`config.mk`:
```
export PLATFORM = sky130hd
export DESIGN_NAME = self_program_control
export DESIGN_NICKNAME = d
export VERILOG_FILES = /design/src/hw/self_program_pkg.sv /design/src/hw/prog_timer_if.sv /design/src/hw/prog_timer.sv /design/src/hw/self_program_control.sv
export SDC_FILE = /design/constraint.sdc
export NUM_CORES = 1
export LEC_CHECK = 0
export BUFFER_PORTS_ARGS = -buffer_cell sky130_fd_sc_hd__buf_2
export CAP_MARGIN = 20
export CELL_PAD_IN_SITES_DETAIL_PLACEMENT = 0
export CELL_PAD_IN_SITES_GLOBAL_PLACEMENT = 1
export CORE_MARGIN = 2
export CORE_UTILIZATION = 48
export CTS_CLUSTER_SIZE = 24
export DETAILED_ROUTE_END_ITERATION = 7
export HOLD_SLACK_MARGIN = 0.15
export PLACE_DENSITY_LB_ADDON = 0.1
export SKIP_CTS_REPAIR_TIMING = 1
export SLEW_MARGIN = 0
export SYNTH_ARGS = -nofsm -noshare
export SYNTH_HDL_FRONTEND = slang
export SYNTH_HIERARCHICAL = 1
export SYNTH_SLANG_ARGS = --single-unit
export TNS_END_PERCENT = 10
```
`constraint.sdc`:
```
create_clock -name mclk -period 3.18 [get_ports mclk]
set_clock_uncertainty 0.1 [all_clocks]
set_input_delay 0.159 -clock mclk [delete_from_list [all_inputs] [get_ports mclk]]
set_output_delay 0.159 -clock mclk [all_outputs]
set_load 0.1 [all_outputs]
```
`src/hw/self_program_pkg.sv`:
```
/*
  Constants, register layout and timing for the self-programming flash control.
  Assumes a 20 MHz system clock and a 12-bit word-addressed program flash.
*/
package self_program_pkg;
  // ==========================================================================
  // Register access
  localparam logic [5:0]  CTRL_IO_ADDR   = 6'h37;   // I/O space offset
  localparam logic [7:0]  CTRL_DATA_ADDR = 8'h57;   // Data space address
  localparam logic [7:0]  CTRL_RESET     = 8'h00;   // Reset value
  // ==========================================================================
  // Field positions
  localparam int BIT_IRQ_EN   = 7;
  localparam int BIT_BUSY     = 6;
  localparam int BIT_REENABLE = 4;
  localparam int BIT_LOCK_WR  = 3;
  localparam int BIT_PAGE_WR  = 2;
  localparam int BIT_PAGE_ER  = 1;
  localparam int BIT_STORE_EN = 0;
  // ==========================================================================
  // Accepted command codes in the lower five bits
  localparam logic [4:0] CMD_REENABLE = 5'h11;
  localparam logic [4:0] CMD_LOCK_WR  = 5'h09;
  localparam logic [4:0] CMD_PAGE_WR  = 5'h05;
  localparam logic [4:0] CMD_PAGE_ER  = 5'h03;
  localparam logic [4:0] CMD_FILL     = 5'h01;
  // ==========================================================================
  // Geometry
  localparam int          PC_W        = 12;
  localparam int          PAGE_WORDS  = 32;
  localparam int          WORD_SEL_W  = 5;
  localparam int          PAGE_SEL_W  = 7;
  localparam logic [11:0] CONC_LAST   = 12'hbff;    // Last concurrently readable word
  localparam logic [11:0] BOOT_START_3 = 12'hf80;
  localparam logic [11:0] BOOT_START_2 = 12'hf00;
  localparam logic [11:0] BOOT_START_1 = 12'he00;
  localparam logic [11:0] BOOT_START_0 = 12'hc00;
  // ==========================================================================
  // Timing
  localparam int CLK_HZ       = 20_000_000;
  localparam int ARM_CYCLES   = 4;                  // Store window after arming
  localparam int PROG_MIN_US  = 3700;
  localparam int PROG_MAX_US  = 4500;
  // Both scale by whole MHz, exact at 20 MHz; target sits midway between them
  localparam int PROG_MIN_CYC = (PROG_MIN_US * (CLK_HZ / 1_000_000));
  localparam int PROG_MAX_CYC = (PROG_MAX_US * (CLK_HZ / 1_000_000));
  localparam int PROG_CYC     = (PROG_MIN_CYC + PROG_MAX_CYC) / 2;
endpackage

```
`src/hw/prog_timer_if.sv`:
```
/*
  Interface between the control sequencer and its operation timer.
  Assumes both ends share mclk.
*/
`timescale 1ns/100ps
`default_nettype none
interface prog_timer_if;
  logic start;   // One-cycle start pulse
  logic busy;    // Operation in progress
  logic done;    // One-cycle finish pulse
  modport ctrl  (output start, input busy, input done);
  modport timer (input start, output busy, output done);
endinterface
`default_nettype wire

```
`src/hw/prog_timer.sv`:
```
/*
  Operation timer standing in for the RC-oscillator timebase.
  Assumes start is a single-cycle pulse and is not repeated while busy.
*/
`timescale 1ns/100ps
`default_nettype none
module prog_timer #(
  parameter int unsigned PROG_CYCLES = self_program_pkg::PROG_CYC
) (
  // Clock and reset
  input  wire logic mclk,
  input  wire logic rst_n,
  // Sequencer side
  prog_timer_if.timer tif
);
  logic [23:0] cnt_q;   // Remaining cycles
  logic        done_q;  // Finish pulse

  // ==========================================================================
  // Countdown; done fires in the cycle after the last count
  always_ff @(posedge mclk or negedge rst_n) begin
    if (!rst_n) begin
      cnt_q  <= 24'h000000;
      done_q <= 1'b0;
    end else begin
      done_q <= (cnt_q == 24'h000001);
      if (tif.start) begin
        cnt_q <= 24'(PROG_CYCLES);
      end else if (cnt_q != 24'h000000) begin
        cnt_q <= cnt_q - 24'h000001;
      end
    end
  end

  assign tif.busy = (cnt_q != 24'h000000) || done_q;
  assign tif.done = done_q;
endmodule // prog_timer
`default_nettype wire

```
`src/hw/self_program_control.sv`:
```
/*
  Self-programming flash control: control register, command arming window,
  operation timing, page buffer and concurrent-section read blocking.
  Assumes a core that issues register writes and store/load strobes
  synchronous to mclk, and a flash array that accepts page commands.
*/
`timescale 1ns/100ps
`default_nettype none
module self_program_control (
  // Clock and reset
  input  wire logic        mclk,
  input  wire logic        rst_n,
  // Register access from the core
  input  wire logic        io_wr,
  input  wire logic        io_rd,
  input  wire logic        io_data_space,
  input  wire logic [7:0]  io_addr,
  input  wire logic [7:0]  io_wdata,
  output logic      [7:0]  io_rdata,
  // Store / load program memory from the core
  input  wire logic        store_req,
  input  wire logic        load_req,
  input  wire logic [15:0] z_ptr,
  input  wire logic [15:0] store_data,
  output logic             load_byte_hi,
  // Status and fuses
  input  wire logic        global_irq_en,
  input  wire logic        eeprom_write_busy,
  input  wire logic        boot_size_hi,
  input  wire logic        boot_size_lo,
  // To the core
  output logic             program_ready_irq,
  output logic             core_halt,
  output logic      [11:0] boot_start,
  // Read blocking
  input  wire logic [11:0] fetch_addr,
  output logic             fetch_blocked,
  // Flash array side
  output logic             flash_erase,
  output logic             flash_write,
  output logic             flash_lock_write,
  output logic      [6:0]  flash_page,
  output logic      [15:0] flash_wdata,
  output logic      [4:0]  flash_word,
  output logic      [7:0]  lock_data
);
  // ==========================================================================
  // States of the sequencer
  typedef enum logic [2:0] {
    ST_IDLE  = 3'b001,   // Nothing armed
    ST_ARMED = 3'b010,   // Waiting for store within the window
    ST_PROG  = 3'b100    // Timed operation running
  } state_t;

  state_t      state_q, state_d;
  logic [4:0]  cmd_q;              // Armed low five bits
  logic [1:0]  win_q;              // Cycles left in the arm window
  logic        irq_en_q;           // Ready interrupt enable
  logic        busy_q;             // Concurrent section busy
  logic        prog_hi_q;          // Running op targets blocking area
  logic [6:0]  page_q;             // Latched page
  logic [15:0] buf_q [32];         // Temporary page buffer
  logic [7:0]  lock_q;             // Lock data latch
  logic        erase_q, write_q, lockw_q;

  prog_timer_if tif ();

  prog_timer u_timer (
    .mclk  (mclk),
    .rst_n (rst_n),
    .tif   (tif)
  );

  // ==========================================================================
  // Decoding
  // Address hit; data space adds the usual 0x20 offset
  wire       reg_hit   = io_data_space ? (io_addr == self_program_pkg::CTRL_DATA_ADDR)
                                       : (io_addr == {2'b00, self_program_pkg::CTRL_IO_ADDR});
  wire       reg_wr    = io_wr && reg_hit;
  wire [4:0] wr_cmd    = io_wdata[4:0];
  // Only the listed patterns count; writing a command while one runs is refused
  wire       cmd_legal = (wr_cmd == self_program_pkg::CMD_REENABLE) ||
                         (wr_cmd == self_program_pkg::CMD_LOCK_WR)  ||
                         (wr_cmd == self_program_pkg::CMD_PAGE_WR)  ||
                         (wr_cmd == self_program_pkg::CMD_PAGE_ER)  ||
                         (wr_cmd == self_program_pkg::CMD_FILL);
  wire       arm       = reg_wr && cmd_legal && (state_q == ST_IDLE)
                         && !eeprom_write_busy;
  wire       fire      = (state_q == ST_ARMED) && store_req;
  // Z15:Z13 and Z0 never reach the array
  wire [6:0] z_page    = z_ptr[12:6];
  wire [4:0] z_word    = z_ptr[5:1];

  // Does a word address fall in the concurrently readable area
  function automatic logic in_conc(input logic [11:0] a);
    in_conc = (a <= self_program_pkg::CONC_LAST);
  endfunction

  wire       page_conc = in_conc({z_page, 5'b00000});
  wire       is_erase  = fire && (cmd_q == self_program_pkg::CMD_PAGE_ER);
  wire       is_write  = fire && (cmd_q == self_program_pkg::CMD_PAGE_WR);
  wire       is_lock   = fire && (cmd_q == self_program_pkg::CMD_LOCK_WR);
  wire       is_fill   = fire && (cmd_q == self_program_pkg::CMD_FILL);
  wire       is_reen   = fire && (cmd_q == self_program_pkg::CMD_REENABLE);
  wire       prog_op   = is_erase || is_write;
  wire       store_en  = (state_q != ST_IDLE);
  wire [7:0] ctrl_view = {irq_en_q, busy_q, 1'b0,
                          (store_en ? cmd_q : 5'b00000)};

  // ==========================================================================
  // Sequencer next state
  always_comb begin
    state_d = state_q;
    case (state_q)
      ST_IDLE:  if (arm) state_d = ST_ARMED;
      ST_ARMED: begin
        if (prog_op || is_lock) state_d = ST_PROG;
        else if (fire || win_q == 2'b00) state_d = ST_IDLE;
      end
      ST_PROG:  if (tif.done) state_d = ST_IDLE;
      default:  state_d = ST_IDLE;
    endcase
  end

  assign tif.start = (state_q == ST_ARMED) && (prog_op || is_lock);

  // ==========================================================================
  // Control state
  always_ff @(posedge mclk or negedge rst_n) begin
    if (!rst_n) begin
      state_q   <= ST_IDLE;
      cmd_q     <= self_program_pkg::CTRL_RESET[4:0];
      win_q     <= 2'b00;
      irq_en_q  <= 1'b0;
      busy_q    <= 1'b0;
      prog_hi_q <= 1'b0;
      page_q    <= 7'h00;
      lock_q    <= 8'hff;
      erase_q   <= 1'b0;
      write_q   <= 1'b0;
      lockw_q   <= 1'b0;
    end else begin
      state_q <= state_d;
      erase_q <= is_erase;
      write_q <= is_write;
      lockw_q <= is_lock;
      if (reg_wr) irq_en_q <= io_wdata[self_program_pkg::BIT_IRQ_EN];
      // Window counts the four cycles after the write cycle
      if (arm) begin
        cmd_q <= wr_cmd;
        win_q <= 2'(self_program_pkg::ARM_CYCLES - 1);
      end else if (state_q == ST_ARMED && win_q != 2'b00) begin
        win_q <= win_q - 2'b01;
      end
      if (prog_op) page_q <= z_page;
      // Halt flag follows each start, so a lock write never inherits an old erase's area
      if (tif.start) prog_hi_q <= prog_op && !page_conc;
      if (is_lock) lock_q <= store_data[7:0];
      // Busy: set beats clear; core writes to bit 6 are dropped
      if (prog_op && page_conc) busy_q <= 1'b1;
      else if (is_reen || is_fill) busy_q <= 1'b0;
    end
  end

  // ==========================================================================
  // Temporary page buffer, one word per plain store
  always_ff @(posedge mclk) begin
    if (is_fill) buf_q[z_word] <= store_data;
  end

  // ==========================================================================
  // Outputs
  assign io_rdata          = (io_rd && reg_hit) ? ctrl_view : 8'h00;
  assign load_byte_hi      = load_req && z_ptr[0];
  assign program_ready_irq = irq_en_q && global_irq_en && !store_en;
  // Halt across the whole erase/write of the blocking area
  assign core_halt         = (state_q == ST_PROG) && prog_hi_q && !lockw_q;
  // Concurrent area unreadable while busy; blocking area always readable
  assign fetch_blocked     = busy_q && in_conc(fetch_addr);
  assign boot_start        = ({boot_size_hi, boot_size_lo} == 2'b11) ? self_program_pkg::BOOT_START_3 :
                             ({boot_size_hi, boot_size_lo} == 2'b10) ? self_program_pkg::BOOT_START_2 :
                             ({boot_size_hi, boot_size_lo} == 2'b01) ? self_program_pkg::BOOT_START_1 :
                                                                       self_program_pkg::BOOT_START_0;
  assign flash_erase       = erase_q;
  assign flash_write       = write_q;
  assign flash_lock_write  = lockw_q;
  assign flash_page        = page_q;
  assign flash_word        = z_word;
  assign flash_wdata       = buf_q[z_word];          // Buffer word picked by the pointer's word bits
  assign lock_data         = lock_q;

  // ==========================================================================
  // Checks
  property p_arm_window;
    @(posedge mclk) disable iff (!rst_n)
    (arm && !store_req) ##1 (!store_req)[*4] |=> (state_q == ST_IDLE);
  endproperty
  a_arm_window: assert property (p_arm_window) else $error("Arm window overran");

  property p_bad_cmd;
    @(posedge mclk) disable iff (!rst_n)
    (reg_wr && !cmd_legal && state_q == ST_IDLE) |=> (state_q == ST_IDLE);
  endproperty
  a_bad_cmd: assert property (p_bad_cmd) else $error("Illegal command armed");

  property p_ee_block;
    @(posedge mclk) disable iff (!rst_n)
    (state_q == ST_IDLE && eeprom_write_busy) |=> (state_q == ST_IDLE);
  endproperty
  a_ee_block: assert property (p_ee_block) else $error("Command taken during EEPROM write");

  property p_busy_set;
    @(posedge mclk) disable iff (!rst_n)
    (prog_op && page_conc) |=> busy_q;
  endproperty
  a_busy_set: assert property (p_busy_set) else $error("Busy not set");

  property p_busy_clr;
    @(posedge mclk) disable iff (!rst_n)
    (is_reen || is_fill) |=> !busy_q;
  endproperty
  a_busy_clr: assert property (p_busy_clr) else $error("Busy not cleared");

  property p_irq;
    @(posedge mclk) disable iff (!rst_n)
    program_ready_irq |-> (irq_en_q && global_irq_en && state_q == ST_IDLE);
  endproperty
  a_irq: assert property (p_irq) else $error("Ready interrupt wrong");

  property p_block;
    @(posedge mclk) disable iff (!rst_n)
    (fetch_addr > self_program_pkg::CONC_LAST) |-> !fetch_blocked;
  endproperty
  a_block: assert property (p_block) else $error("Blocking area was blocked");

  property p_halt;
    @(posedge mclk) disable iff (!rst_n)
    (prog_op && !page_conc) |=> core_halt[*4];
  endproperty
  a_halt: assert property (p_halt) else $error("Core not halted");

  // Lock writes leave the whole flash readable, so the core keeps running
  property p_lock_nohalt;
    @(posedge mclk) disable iff (!rst_n)
    is_lock |=> (!core_halt)[*4];
  endproperty
  a_lock_nohalt: assert property (p_lock_nohalt) else $error("Core halted for lock write");

  property p_prog_len;
    @(posedge mclk) disable iff (!rst_n)
    tif.start |=> (state_q == ST_PROG)[*8];
  endproperty
  a_prog_len: assert property (p_prog_len) else $error("Operation ended early");
endmodule // self_program_control
`default_nettype wire

```
==> report_table.html, run 1 <==
<table>
<tr><th>Metric</th><th>Value</th></tr>
<tr><th colspan="2">Placement</th></tr>
<tr><td># port buffers</td><td>108</td></tr>
<tr><td>Post-DP HPWL</td><td>33100 um</td></tr>
<tr><td>Worst setup timing slack at the placement stage</td><td>0.422 ns</td></tr>
<tr><td>Gpl congestion</td><td>~0.79</td></tr>
<tr><td>Post-placement cell count</td><td>roughly 1800</td></tr>
<tr><th colspan="2">Drt</th></tr>
<tr><td>Vias per cell</td><td>5.73</td></tr>
<tr><td>Post-DR wirelength/cell</td><td>25.8 um</td></tr>
<tr><td>Total routed wirelength</td><td>51000 um</td></tr>
<tr><td>Total via count after detailed routing</td><td>between 10000 and 15000</td></tr>
<tr><td>Drt initial violations</td><td>951</td></tr>
<tr><td>Post-route ant nets</td><td>0</td></tr>
<tr><td>Residual DRC count</td><td>0</td></tr>
<tr><td>TritonRoute pass-1 iters</td><td>7</td></tr>
<tr><th colspan="2">Timing</th></tr>
<tr><td>Worst Setup Slack, final</td><td>0.349 ns</td></tr>
<tr><td>Fin Hold WS</td><td>0.0949 ns</td></tr>
<tr><td>Transition at the pin with the smallest max-transition slack</td><td>0.815 ns</td></tr>
<tr><td>Max-slew headroom at the worst pin</td><td>45.7%</td></tr>
<tr><td>Fmax</td><td>353 MHz</td></tr>
<tr><td>Fraction of the cycle the final worst path needs</td><td>89.0%</td></tr>
<tr><td>Clock period minus final worst setup slack</td><td>2.83 ns</td></tr>
<tr><td>Final Hold Violating Endpoints</td><td>0</td></tr>
<tr><td>Final number of setup-violating endpoints</td><td>0</td></tr>
<tr><td>Setup tns final</td><td>0 ns</td></tr>
<tr><td>Final max-slew violation count</td><td>0</td></tr>
<tr><td>Unrepaired setup endpoints after global routing</td><td>no</td></tr>
<tr><th colspan="2">Layout</th></tr>
<tr><td>Layout cells sized above 1</td><td>36.0%</td></tr>
<tr><td>Diode count</td><td>0</td></tr>
<tr><td>Area used by sequential logic in the layout</td><td>16800 um2</td></tr>
<tr><td>Number of nets in the final layout</td><td>1411</td></tr>
<tr><td>Non-filler instance count after layout</td><td>1980</td></tr>
<tr><td>Fillers</td><td>3446</td></tr>
<tr><td>Area of combinational cells with multiple inputs</td><td>5250 um2</td></tr>
<tr><td>Layout overhead on the synthesized area</td><td>18.4%</td></tr>
<tr><th colspan="2">GRT</th></tr>
<tr><td>Wire length of the first global-routing pass</td><td>75000 um</td></tr>
<tr><td>Grt ovf</td><td>0</td></tr>
<tr><td>Number of antenna violations at the first check in global routing</td><td>2</td></tr>
<tr><td>Number of global-route vias before repair</td><td>approximately 12000</td></tr>
<tr><td>Largest net degree at the start of global routing</td><td>60</td></tr>
<tr><td>Global-route usage over all layers</td><td>~22%</td></tr>
<tr><th colspan="2">Synthesis</th></tr>
<tr><td>Syn Inst Count</td><td>1098</td></tr>
<tr><td>Synth warnings</td><td>6</td></tr>
<tr><td>Average instance area after synthesis</td><td>~20 um2</td></tr>
<tr><td>Synthesized area</td><td>~22000 um2</td></tr>
<tr><th colspan="2">Die</th></tr>
<tr><td>Overall die area</td><td>48100 um2</td></tr>
<tr><td>Initial Util</td><td>slightly below 50%</td></tr>
<tr><td>Core ar.</td><td>45600 um2</td></tr>
<tr><td>Number of placement rows</td><td>78</td></tr>
<tr><td>Die extent in x</td><td>219 um</td></tr>
<tr><td>Top-Level Pins</td><td>134</td></tr>
<tr><td>Height of the die</td><td>between 200 and 250 um</td></tr>
<tr><th colspan="2">Clocking</th></tr>
<tr><td>TritonCTS Sinks</td><td>between 500 and 600</td></tr>
<tr><td>TritonCTS clock tree</td><td>yes</td></tr>
<tr><td>Clock tree root driver cell</td><td>clkbuf_16</td></tr>
<tr><td>Number of buffers added by the clock tree synthesis step</td><td>57</td></tr>
<tr><td>Buffer depth of the longest clock path</td><td>3</td></tr>
<tr><td>Clock-pin slew reported for the worst setup and hold paths after clock tree synthesis</td><td>0.06 ns</td></tr>
<tr><td>Number of levels the H-tree was split into</td><td>2</td></tr>
<tr><td>Later-pin clock latency in the skew report</td><td>roughly 0.60 ns</td></tr>
<tr><th colspan="2">Critical path</th></tr>
<tr><td>Data arrival time of the critical path</td><td>2.57 ns</td></tr>
<tr><td>Maximum net fanout on the critical path</td><td>1</td></tr>
<tr><td>Critical setup path kind</td><td>flop to output pin</td></tr>
<tr><td>Critical Path Source Type</td><td>flop</td></tr>
<tr><td>Critical path required time</td><td>2.92 ns</td></tr>
<tr><td>Critical Path End Type</td><td>output pin</td></tr>
<tr><th colspan="2">Job</th></tr>
<tr><td>Number of max-cap violations</td><td>0</td></tr>
<tr><th colspan="2">Power</th></tr>
<tr><td>LEAKAGE</td><td>0.00882 uW</td></tr>
<tr><td>Worst vdd ir</td><td>396 uV</td></tr>
<tr><td>Total power per unit cell area</td><td>between 500 and 600 nW/um2</td></tr>
<tr><td>Overall power of the completed layout</td><td>15700 uW</td></tr>
<tr><th colspan="2">Outcome</th></tr>
<tr><td>Outcome</td><td>completed</td></tr>
<tr><th colspan="2">Worst hold path</th></tr>
<tr><td>Kind of path behind the tightest hold check</td><td>primary input to asynchronous set/reset pin</td></tr>
</table>
[where the power goes]
part | internal [uW] | leakage [uW] | switching [uW]
Combinational | 289 | 0.00270 | 689
Clock | 3840 | 0.000879 | 2700
Sequential | 8140 | 0.00524 | 2.39
Total | 12300 | 0.00882 | 3390
[placed cells by master, fill, tap and decap left out, drive strengths merged, types with 12 or more instances in the layout]
master,count
a22oi,64
and2,12
buf,207
clkbuf,84
dfrtp,47
dlygate4sd3,33
edfxtp,512
mux2,22
mux4,128
nand4,18
nor2,56
o21ai,14
xor2,14
[flip-flops by register name, summed over array words and instances, names as in the netlist]
signal / cells
buf_q: 512
busy_q: 1
cmd_q: 5
flash_erase: 1
flash_lock_write: 1
flash_page: 7
flash_write: 1
irq_en_q: 1
lock_data: 8
prog_hi_q: 1
state_q: 3
u_timer/cnt_q: 24
u_timer/tif.done: 1
win_q: 2
[per-stage QoR]
step	utilization (%)	cell area (um2)
after global placement	53.1	24200
final	57.8	26400
after CTS	57.1	26000
after global routing	57.8	26400
after floorplan	-	22300
after detailed placement	53.1	24200
[cell type report]
class,instances,area share (%)
Sequential cell,568,63.7
Multi-Input combinational cell,461,19.9
Timing Repair Buffer,240,6.57
Clock buffer,84,6.02
Tap cell,600,2.85
Clock inverter,19,0.840
Inverter,8,0.114
[worst max-delay path, cell delays in order (launching register included)]
cell and delay [ns]:
edfxtp_1 0.37, mux4_2 0.48, a22oi_1 0.35, nand4_1 0.36, buf_2 0.42
[worst paths after layout]
kind | start | end | slack [ns] | cells past startpoint
worst min-delay path | rst_n | flash_lock_write | 0.09 | 2
worst max-delay path | buf_q[31][4] | flash_wdata[4] | 0.35 | 4
max in group asynchronous | rst_n | state_q[0] | 2.04 | 3
min in group mclk | io_wr | win_q[1] | 0.20 | 5
worst max register to register | state_q[0] | cmd_q[2] | 0.38 | 6
worst min register to register | cmd_q[0] | cmd_q[0] | 0.39 | 1
[per-layer routing]
metal | up-vias | track usage (%) | wire length (um)
li1 | 4989 | - | -
met1 | 5905 | 29.6 | 21300
met2 | 376 | 35.4 | 24800
met3 | 80 | 5.38 | 3720
met4 | 0 | 6.35 | 1200
met5 | - | 0 | 0
No activity file was read; power rests on OpenSTA's default activity.
==> run 2, diff against run 1 <==
--- a/config.mk
+++ b/config.mk
@@ -5,12 +5,13 @@
 export SDC_FILE = /design/constraint.sdc
 export NUM_CORES = 1
 export LEC_CHECK = 0
+export ABC_AREA = 1
 export BUFFER_PORTS_ARGS = -buffer_cell sky130_fd_sc_hd__buf_2
 export CAP_MARGIN = 20
 export CELL_PAD_IN_SITES_DETAIL_PLACEMENT = 0
 export CELL_PAD_IN_SITES_GLOBAL_PLACEMENT = 1
 export CORE_MARGIN = 2
-export CORE_UTILIZATION = 48
+export CORE_UTILIZATION = 45
 export CTS_CLUSTER_SIZE = 24
 export DETAILED_ROUTE_END_ITERATION = 7
 export HOLD_SLACK_MARGIN = 0.15
==> report_table.html, run 2 <==
<table>
<tr><th>Metric</th><th>Value</th></tr>
<tr><th colspan="2">Timing</th></tr>
<tr><td>Final Hold Violating Endpoints</td><td>0 (unchanged)</td></tr>
<tr><td>Final max-slew violation count</td><td>0 (unchanged)</td></tr>
<tr><td>Setup tns final</td><td>0 ns (unchanged)</td></tr>
<tr><td>Max-slew headroom at the worst pin</td><td>45.1% (-0.58 points)</td></tr>
<tr><td>Unrepaired setup endpoints after global routing</td><td>no</td></tr>
<tr><td>Fin Hold WS</td><td>0.200 ns (+0.105 ns)</td></tr>
<tr><td>Clock period minus final worst setup slack</td><td>2.89 ns (+0.0619 ns)</td></tr>
<tr><td>Transition at the pin with the smallest max-transition slack</td><td>0.824 ns (+0.00876 ns)</td></tr>
<tr><td>Fmax</td><td>346 MHz (-2.1%)</td></tr>
<tr><td>Fraction of the cycle the final worst path needs</td><td>91.0% (+1.9 points)</td></tr>
<tr><td>Worst Setup Slack, final</td><td>0.287 ns (-0.0619 ns)</td></tr>
<tr><td>Final number of setup-violating endpoints</td><td>0 (unchanged)</td></tr>
<tr><th colspan="2">GRT</th></tr>
<tr><td>Grt ovf</td><td>0 (unchanged)</td></tr>
<tr><td>Wire length of the first global-routing pass</td><td>89800 um (+20%)</td></tr>
<tr><td>Largest net degree at the start of global routing</td><td>40 (-33%)</td></tr>
<tr><td>Number of global-route vias before repair</td><td>14300 (+22%)</td></tr>
<tr><td>Global-route usage over all layers</td><td>22.9% (+1.1 points)</td></tr>
<tr><td>Number of antenna violations at the first check in global routing</td><td>0 (-2)</td></tr>
<tr><th colspan="2">Power</th></tr>
<tr><td>Power share of the combinational group</td><td>6.8% (+0.6 points)</td></tr>
<tr><td>LEAKAGE</td><td>0.0101 uW (+15%)</td></tr>
<tr><td>Total power per unit cell area</td><td>583 nW/um2 (-1.9%)</td></tr>
<tr><td>Overall power of the completed layout</td><td>15600 uW (-0.12%)</td></tr>
<tr><td>Switching share of power</td><td>23.2% (+1.5 points)</td></tr>
<tr><td>Net switching power</td><td>3630 uW (+6.9%)</td></tr>
<tr><td>Design internal power</td><td>12000 uW (-2.1%)</td></tr>
<tr><td>Sequential share of power</td><td>52.0% (about the same)</td></tr>
<tr><td>Worst vdd ir</td><td>496 uV (+25%)</td></tr>
<tr><td>Portion of total power attributed to the clock network</td><td>41.1% (-0.7 points)</td></tr>
<tr><th colspan="2">Clocking</th></tr>
<tr><td>Later-pin clock latency in the skew report</td><td>0.61 ns (about the same)</td></tr>
<tr><td>Buffer depth of the longest clock path</td><td>3 (unchanged)</td></tr>
<tr><td>Clock-pin slew reported for the worst setup and hold paths after clock tree synthesis</td><td>0.06 ns (about the same)</td></tr>
<tr><td>Number of levels the H-tree was split into</td><td>2 (unchanged)</td></tr>
<tr><td>TritonCTS Sinks</td><td>568 (unchanged)</td></tr>
<tr><td>TritonCTS clock tree</td><td>yes</td></tr>
<tr><td>Clock tree root driver cell</td><td>clkbuf_16</td></tr>
<tr><td>Number of buffers added by the clock tree synthesis step</td><td>58 (+1.8%)</td></tr>
<tr><th colspan="2">Die</th></tr>
<tr><td>Core ar.</td><td>50100 um2 (+9.9%)</td></tr>
<tr><td>Top-Level Pins</td><td>134 (unchanged)</td></tr>
<tr><td>Number of placement rows</td><td>82 (+5.1%)</td></tr>
<tr><td>Overall die area</td><td>52500 um2 (+9.1%)</td></tr>
<tr><td>Die extent in x</td><td>229 um (+4.4%)</td></tr>
<tr><td>Initial Util</td><td>45.5% (-3.3 points)</td></tr>
<tr><td>Height of the die</td><td>229 um (+4.4%)</td></tr>
<tr><th colspan="2">Placement</th></tr>
<tr><td>Worst setup timing slack at the placement stage</td><td>0.668 ns (+0.246 ns)</td></tr>
<tr><td>Placement-stage cell area</td><td>24500 um2 (+1.2%)</td></tr>
<tr><td># port buffers</td><td>108 (unchanged)</td></tr>
<tr><td>Post-DP HPWL</td><td>36300 um (+9.8%)</td></tr>
<tr><td>Gpl congestion</td><td>0.803 (+1.8%)</td></tr>
<tr><th colspan="2">Drt</th></tr>
<tr><td>Total via count after detailed routing</td><td>14500 (+28%)</td></tr>
<tr><td>Total routed wirelength</td><td>59900 um (+18%)</td></tr>
<tr><td>TritonRoute pass-1 iters</td><td>6 (-1)</td></tr>
<tr><td>Post-route ant nets</td><td>0 (unchanged)</td></tr>
<tr><td>Post-DR wirelength/cell</td><td>21.8 um (-15%)</td></tr>
<tr><td>Vias per cell</td><td>5.28 (-7.9%)</td></tr>
<tr><td>Residual DRC count</td><td>0 (unchanged)</td></tr>
<tr><td>Drt initial violations</td><td>952 (+0.11%)</td></tr>
<tr><th colspan="2">Layout</th></tr>
<tr><td>Max FFs per register</td><td>512 (unchanged)</td></tr>
<tr><td>Layout overhead on the synthesized area</td><td>17.6%</td></tr>
<tr><td>Fin area</td><td>26800 um2 (+1.8%)</td></tr>
<tr><td>Diode count</td><td>0 (unchanged)</td></tr>
<tr><td>Register name with the most flops</td><td>buf_q</td></tr>
<tr><td>Commonest non-fill, non-tap cell in the layout</td><td>nand2_1</td></tr>
<tr><td>Fillers</td><td>4313 (+25%)</td></tr>
<tr><td>Leading cell types in the layout, fill and taps excluded</td><td>601 x nand2_1, 512 x edfxtp_1, 160 x a22oi_1</td></tr>
<tr><td>Layout cells sized above 1</td><td>15.9% (-20 points)</td></tr>
<tr><td>Number of nets in the final layout</td><td>2111 (+50%)</td></tr>
<tr><td>Area used by sequential logic in the layout</td><td>16800 um2 (unchanged)</td></tr>
<tr><td>Area of combinational cells with multiple inputs</td><td>5260 um2 (+0.31%)</td></tr>
<tr><th colspan="2">Critical path</th></tr>
<tr><td>Cell occurring most often along the worst timing path</td><td>dlygate4sd3_1</td></tr>
<tr><td>Critical Path End Type</td><td>flop</td></tr>
<tr><td>Cell-by-cell trace of the critical path</td><td>nand3_1 -&gt; clkinv_1 -&gt; nand4_1 -&gt; nor2_1 -&gt; nand2_1 -&gt; dlygate4sd3_1 -&gt; o21ai_0 -&gt; dlygate4sd3_1</td></tr>
<tr><td>Launching point of the worst reg2reg path</td><td>state_q[0]</td></tr>
<tr><td>Critical path required time</td><td>3.63 ns (+0.71 ns)</td></tr>
<tr><td>Critical setup path kind</td><td>flop to flop</td></tr>
<tr><td>Slowest cell on the critical path</td><td>dlygate4sd3_1</td></tr>
<tr><td>Endpoint of the worst register-to-register path</td><td>cmd_q[4]</td></tr>
<tr><td>Maximum net fanout on the critical path</td><td>9 (+8)</td></tr>
<tr><td>Length in cells of the worst reg-to-reg path</td><td>8 (+2)</td></tr>
<tr><td>Data arrival time of the critical path</td><td>3.34 ns (+0.77 ns)</td></tr>
<tr><td>Flop2flop setup slack</td><td>0.29 ns (-0.09 ns)</td></tr>
<tr><td>Critical Path Source Type</td><td>flop</td></tr>
<tr><td>Biggest cell delay along the critical path</td><td>0.58 ns (+0.10 ns)</td></tr>
<tr><td>End of the critical path</td><td>cmd_q[4]</td></tr>
<tr><td>Crit path from</td><td>state_q[0]</td></tr>
<tr><th colspan="2">Synthesis</th></tr>
<tr><td>Synthesized area</td><td>22800 um2 (+2.4%)</td></tr>
<tr><td>Average instance area after synthesis</td><td>12.6 um2 (-38%)</td></tr>
<tr><td>Synth warnings</td><td>6 (unchanged)</td></tr>
<tr><td>Syn Inst Count</td><td>1813 (+65%)</td></tr>
<tr><th colspan="2">Job</th></tr>
<tr><td>Number of max-cap violations</td><td>0 (unchanged)</td></tr>
<tr><th colspan="2">Outcome</th></tr>
<tr><td>Outcome</td><td>completed</td></tr>
<tr><th colspan="2">Worst hold path</th></tr>
<tr><td>Kind of path behind the tightest hold check</td><td>primary input to flop</td></tr>
</table>
## run 2: cell types whose count changed in the layout (fill, tap and decap cells not counted), sizes merged, moves of 11 or more
| cell | delta |
|---|---|
| nor2 | +88 |
| mux2 | -22 |
| and2 | -11 |
| nand2 | +597 |
| buf | -19 |
| clkinv | +17 |
| dlygate4sd3 | +21 |
| mux4 | -128 |
| xor2 | -12 |
| a22oi | +96 |
| inv | +61 |
| clkbuf | -12 |
| nand3 | +48 |
| nand4 | +48 |
## run 2: worst max-delay path, delay by kind of cell, from the launching register on
family                 cells  cell delay [ns]
buffers and inverters      3             1.33
and+or+nand+nor            4             0.78
DFF                        1             0.54
AOI/OAI and AO/OA          1             0.08
## run 2: metal layers
metal / vias to the layer above / wire length (um) / GRT usage, %
met2: 410 / 28800 / 38.0
met5: - / 0 / 0
met4: 0 / 1430 / 6.94
met3: 77 / 3160 / 3.08
met1: 7177 / 26500 / 31.8
li1: 6869 / - / -
## run 2: cell type report
type	count	share of cell area [%]
clock buffer	72	5.68
clock inverter	34	0.961
inverter	70	1.01
multi-input combinational	1096	19.6
sequential	568	62.6
tap	672	3.13
timing repair buffer	242	7.02
## run 2: how the worst min path moves through the flow
stage,slack (ns),from,cells after the start,endpoint
after floorplan,-0.24,rst_n,0,busy_q
after global placement,0.16,rst_n,1,flash_erase
after detailed placement,0.16,rst_n,1,flash_erase
after CTS,-0.49,rst_n,1,flash_erase
after global routing,0.22,z_ptr[7],4,flash_page[1]
final,0.20,z_ptr[7],4,flash_page[1]
## run 2: power by group through the flow
stage / clock [uW] / combinational (uW) / sequential (uW)
3_5_place_dp: 0 / 1050 / 8290
6_report: 6440 / 1070 / 8140
2_1_floorplan: 0 / 658 / 8290
4_1_cts: 6560 / 1050 / 8140
3_3_place_gp: 0 / 1040 / 8290
5_1_grt: 6820 / 1150 / 8130
## run 2: metrics by stage
stage / utilization, % / std cells
floorplan: - / 1821
global placement: 48.9 / 2594
detailed placement: 48.9 / 2594
CTS: 52.5 / 2700
global route: 53.6 / 2754
finish: 53.6 / 2754
==> run 3, diff against run 2 <==
--- a/config.mk
+++ b/config.mk
@@ -11,7 +11,7 @@
 export CELL_PAD_IN_SITES_DETAIL_PLACEMENT = 0
 export CELL_PAD_IN_SITES_GLOBAL_PLACEMENT = 1
 export CORE_MARGIN = 2
-export CORE_UTILIZATION = 45
+export CORE_UTILIZATION = 50
 export CTS_CLUSTER_SIZE = 24
 export DETAILED_ROUTE_END_ITERATION = 7
 export HOLD_SLACK_MARGIN = 0.15
==> constraint.sdc (replaced) <==
create_clock -name mclk -period 3.4 [get_ports mclk]
set_clock_uncertainty 0.1 [all_clocks]
set_input_delay 0.17 -clock mclk [delete_from_list [all_inputs] [get_ports mclk]]
set_output_delay 0.17 -clock mclk [all_outputs]
set_load 0.1 [all_outputs]
==> report_table.html, run 3 (synthesized netlist as in run 2, its figures left out) <==
<table>
<tr><th>Metric</th><th>Value</th></tr>
<tr><th colspan="2">Timing</th></tr>
<tr><td>Final Hold Violating Endpoints</td><td>0 (unchanged)</td></tr>
<tr><td>Clock period minus final worst setup slack</td><td>2.91 ns (+0.0221 ns)</td></tr>
<tr><td>Final number of setup-violating endpoints</td><td>0 (unchanged)</td></tr>
<tr><td>Max-slew headroom at the worst pin</td><td>35.9% (-9.2 points)</td></tr>
<tr><td>Fraction of the cycle the final worst path needs</td><td>85.7% (-5.2 points)</td></tr>
<tr><td>Final max-slew violation count</td><td>0 (unchanged)</td></tr>
<tr><td>Transition at the pin with the smallest max-transition slack</td><td>0.961 ns (+0.138 ns)</td></tr>
<tr><td>Setup tns final</td><td>0 ns (unchanged)</td></tr>
<tr><td>Fmax</td><td>343 MHz (-0.76%)</td></tr>
<tr><td>Fin Hold WS</td><td>0.174 ns (-0.0251 ns)</td></tr>
<tr><td>Unrepaired setup endpoints after global routing</td><td>no</td></tr>
<tr><th colspan="2">Clocking</th></tr>
<tr><td>TritonCTS Sinks</td><td>568 (unchanged)</td></tr>
<tr><td>Clock tree root driver cell</td><td>clkbuf_16</td></tr>
<tr><td>Number of buffers added by the clock tree synthesis step</td><td>56 (-3.4%)</td></tr>
<tr><td>Clock-pin slew reported for the worst setup and hold paths after clock tree synthesis</td><td>0.06 ns (about the same)</td></tr>
<tr><td>Buffer depth of the longest clock path</td><td>3 (unchanged)</td></tr>
<tr><td>Later-pin clock latency in the skew report</td><td>0.60 ns (about the same)</td></tr>
<tr><td>Number of levels the H-tree was split into</td><td>2 (unchanged)</td></tr>
<tr><td>TritonCTS clock tree</td><td>yes</td></tr>
<tr><th colspan="2">Layout</th></tr>
<tr><td>Max FFs per register</td><td>512 (unchanged)</td></tr>
<tr><td>Fin area</td><td>26700 um2 (-0.56%)</td></tr>
<tr><td>Number of nets in the final layout</td><td>2104 (-0.33%)</td></tr>
<tr><td>Register name with the most flops</td><td>buf_q</td></tr>
<tr><td>Diode count</td><td>0 (unchanged)</td></tr>
<tr><td>Layout cells sized above 1</td><td>15.9% (-0.035 points)</td></tr>
<tr><td>Layout overhead on the synthesized area</td><td>17.0%</td></tr>
<tr><td>Commonest non-fill, non-tap cell in the layout</td><td>nand2_1</td></tr>
<tr><td>Fillers</td><td>3657 (-15%)</td></tr>
<tr><td>Leading cell types in the layout, fill and taps excluded</td><td>601 x nand2_1, 512 x edfxtp_1, 160 x a22oi_1</td></tr>
<tr><th colspan="2">Drt</th></tr>
<tr><td>Vias per cell</td><td>5.46 (+3.4%)</td></tr>
<tr><td>Post-DR wirelength/cell</td><td>21.3 um (-2.0%)</td></tr>
<tr><td>Total via count after detailed routing</td><td>14600 (+0.44%)</td></tr>
<tr><td>TritonRoute pass-1 iters</td><td>5 (-1)</td></tr>
<tr><td>Residual DRC count</td><td>0 (unchanged)</td></tr>
<tr><td>Drt initial violations</td><td>1111 (+17%)</td></tr>
<tr><td>Post-route ant nets</td><td>0 (unchanged)</td></tr>
<tr><td>Total routed wirelength</td><td>57000 um (-4.8%)</td></tr>
<tr><th colspan="2">Job</th></tr>
<tr><td>Number of max-cap violations</td><td>0 (unchanged)</td></tr>
<tr><th colspan="2">Critical path</th></tr>
<tr><td>Endpoint of the worst register-to-register path</td><td>cmd_q[3]</td></tr>
<tr><td>Critical setup path kind</td><td>flop to flop</td></tr>
<tr><td>Maximum net fanout on the critical path</td><td>9 (unchanged)</td></tr>
<tr><td>Critical path required time</td><td>3.83 ns (+0.20 ns)</td></tr>
<tr><td>Flop2flop setup slack</td><td>0.49 ns (+0.20 ns)</td></tr>
<tr><td>Launching point of the worst reg2reg path</td><td>state_q[0]</td></tr>
<tr><td>Data arrival time of the critical path</td><td>3.35 ns (about the same)</td></tr>
<tr><td>Length in cells of the worst reg-to-reg path</td><td>8 (unchanged)</td></tr>
<tr><td>Crit path from</td><td>state_q[0]</td></tr>
<tr><td>Critical Path End Type</td><td>flop</td></tr>
<tr><td>Critical Path Source Type</td><td>flop</td></tr>
<tr><th colspan="2">Die</th></tr>
<tr><td>Number of placement rows</td><td>78 (-4.9%)</td></tr>
<tr><td>Core ar.</td><td>45200 um2 (-9.8%)</td></tr>
<tr><td>Die extent in x</td><td>218 um (-5.0%)</td></tr>
<tr><td>Overall die area</td><td>47300 um2 (-9.8%)</td></tr>
<tr><td>Initial Util</td><td>50.5% (+4.9 points)</td></tr>
<tr><td>Top-Level Pins</td><td>134 (unchanged)</td></tr>
<tr><td>Height of the die</td><td>218 um (-5.0%)</td></tr>
<tr><th colspan="2">Power</th></tr>
<tr><td>Overall power of the completed layout</td><td>14700 uW (-6.2%)</td></tr>
<tr><td>LEAKAGE</td><td>0.0101 uW (-0.11%)</td></tr>
<tr><td>Total power per unit cell area</td><td>550 nW/um2 (-5.7%)</td></tr>
<tr><td>Worst vdd ir</td><td>368 uV (-26%)</td></tr>
<tr><th colspan="2">GRT</th></tr>
<tr><td>Largest net degree at the start of global routing</td><td>105 (+160%)</td></tr>
<tr><td>Wire length of the first global-routing pass</td><td>85100 um (-5.2%)</td></tr>
<tr><td>Global-route usage over all layers</td><td>24.3% (+1.4 points)</td></tr>
<tr><td>Number of antenna violations at the first check in global routing</td><td>1 (+1)</td></tr>
<tr><td>Grt ovf</td><td>0 (unchanged)</td></tr>
<tr><td>Number of global-route vias before repair</td><td>13800 (-3.0%)</td></tr>
<tr><th colspan="2">Placement</th></tr>
<tr><td>Placement-stage cell area</td><td>24400 um2 (-0.59%)</td></tr>
<tr><td>Post-DP HPWL</td><td>34600 um (-4.6%)</td></tr>
<tr><td># port buffers</td><td>108 (unchanged)</td></tr>
<tr><td>Gpl congestion</td><td>0.807 (+0.54%)</td></tr>
<tr><th colspan="2">Worst hold path</th></tr>
<tr><td>Kind of path behind the tightest hold check</td><td>primary input to asynchronous set/reset pin</td></tr>
<tr><th colspan="2">Outcome</th></tr>
<tr><td>Outcome</td><td>completed</td></tr>
</table>
run 3: layer usage:
layer  up-vias  global-route usage, %  share of wire, %
met1      7232                   32.7                42
met4         0                   6.35               2.0
met2       436                   41.3                50
met5         -                      0                 0
li1       6865                      -                 -
met3        64                   4.21               6.3
run 3: critical path, cell delays in order (launching register included):
cell and delay, ns:
dfstp_2 0.54, nand3_1 0.16, clkinv_1 0.20, nand4_1 0.13, nor2_1 0.40, nand2_1 0.09
dlygate4sd3_1 0.57, o21ai_0 0.09, dlygate4sd3_1 0.58
run 3: final cells by class:
| type | count | area, um2 | area share (%) |
|---|---|---|---|
| flip-flops and latches | 568 | 16800 | 62.9 |
| multi-input cells | 1096 | 5260 | 19.7 |
| well taps | 600 | 751 | 2.81 |
| inverters | 70 | 270 | 1.01 |
| clock inverters | 30 | 279 | 1.05 |
| repair buffers | 237 | 1800 | 6.74 |
| clock buffers | 73 | 1530 | 5.72 |
run 3: power by group:
part / switching (uW) / total, uW / internal (uW)
clock network: 2550 / 6080 / 3530
logic: 759 / 982 / 223
registers: 0.630 / 7610 / 7610
run 3: stage by stage:
| step | cells | worst slack, ns | utilization [%] |
|---|---|---|---|
| 2_1_floorplan | 1821 | 0.400 | - |
| 3_3_place_gp | 2520 | 0.803 | 53.9 |
| 3_5_place_dp | 2520 | 0.773 | 53.9 |
| 4_1_cts | 2623 | 0.774 | 57.9 |
| 5_1_grt | 2674 | 0.322 | 59.0 |
| 6_report | 2674 | 0.485 | 59.0 |
run 3: worst max-delay path by stage:
stage / slack, ns / to / depth (start not counted)
2_1_floorplan: 0.40 / io_rdata[0] / 4
3_5_place_dp: 0.77 / flash_wdata[13] / 11
4_1_cts: 0.77 / flash_wdata[13] / 11
5_1_grt: 0.32 / cmd_q[2] / 8
6_report: 0.49 / cmd_q[3] / 8
3_3_place_gp: 0.80 / flash_wdata[13] / 11
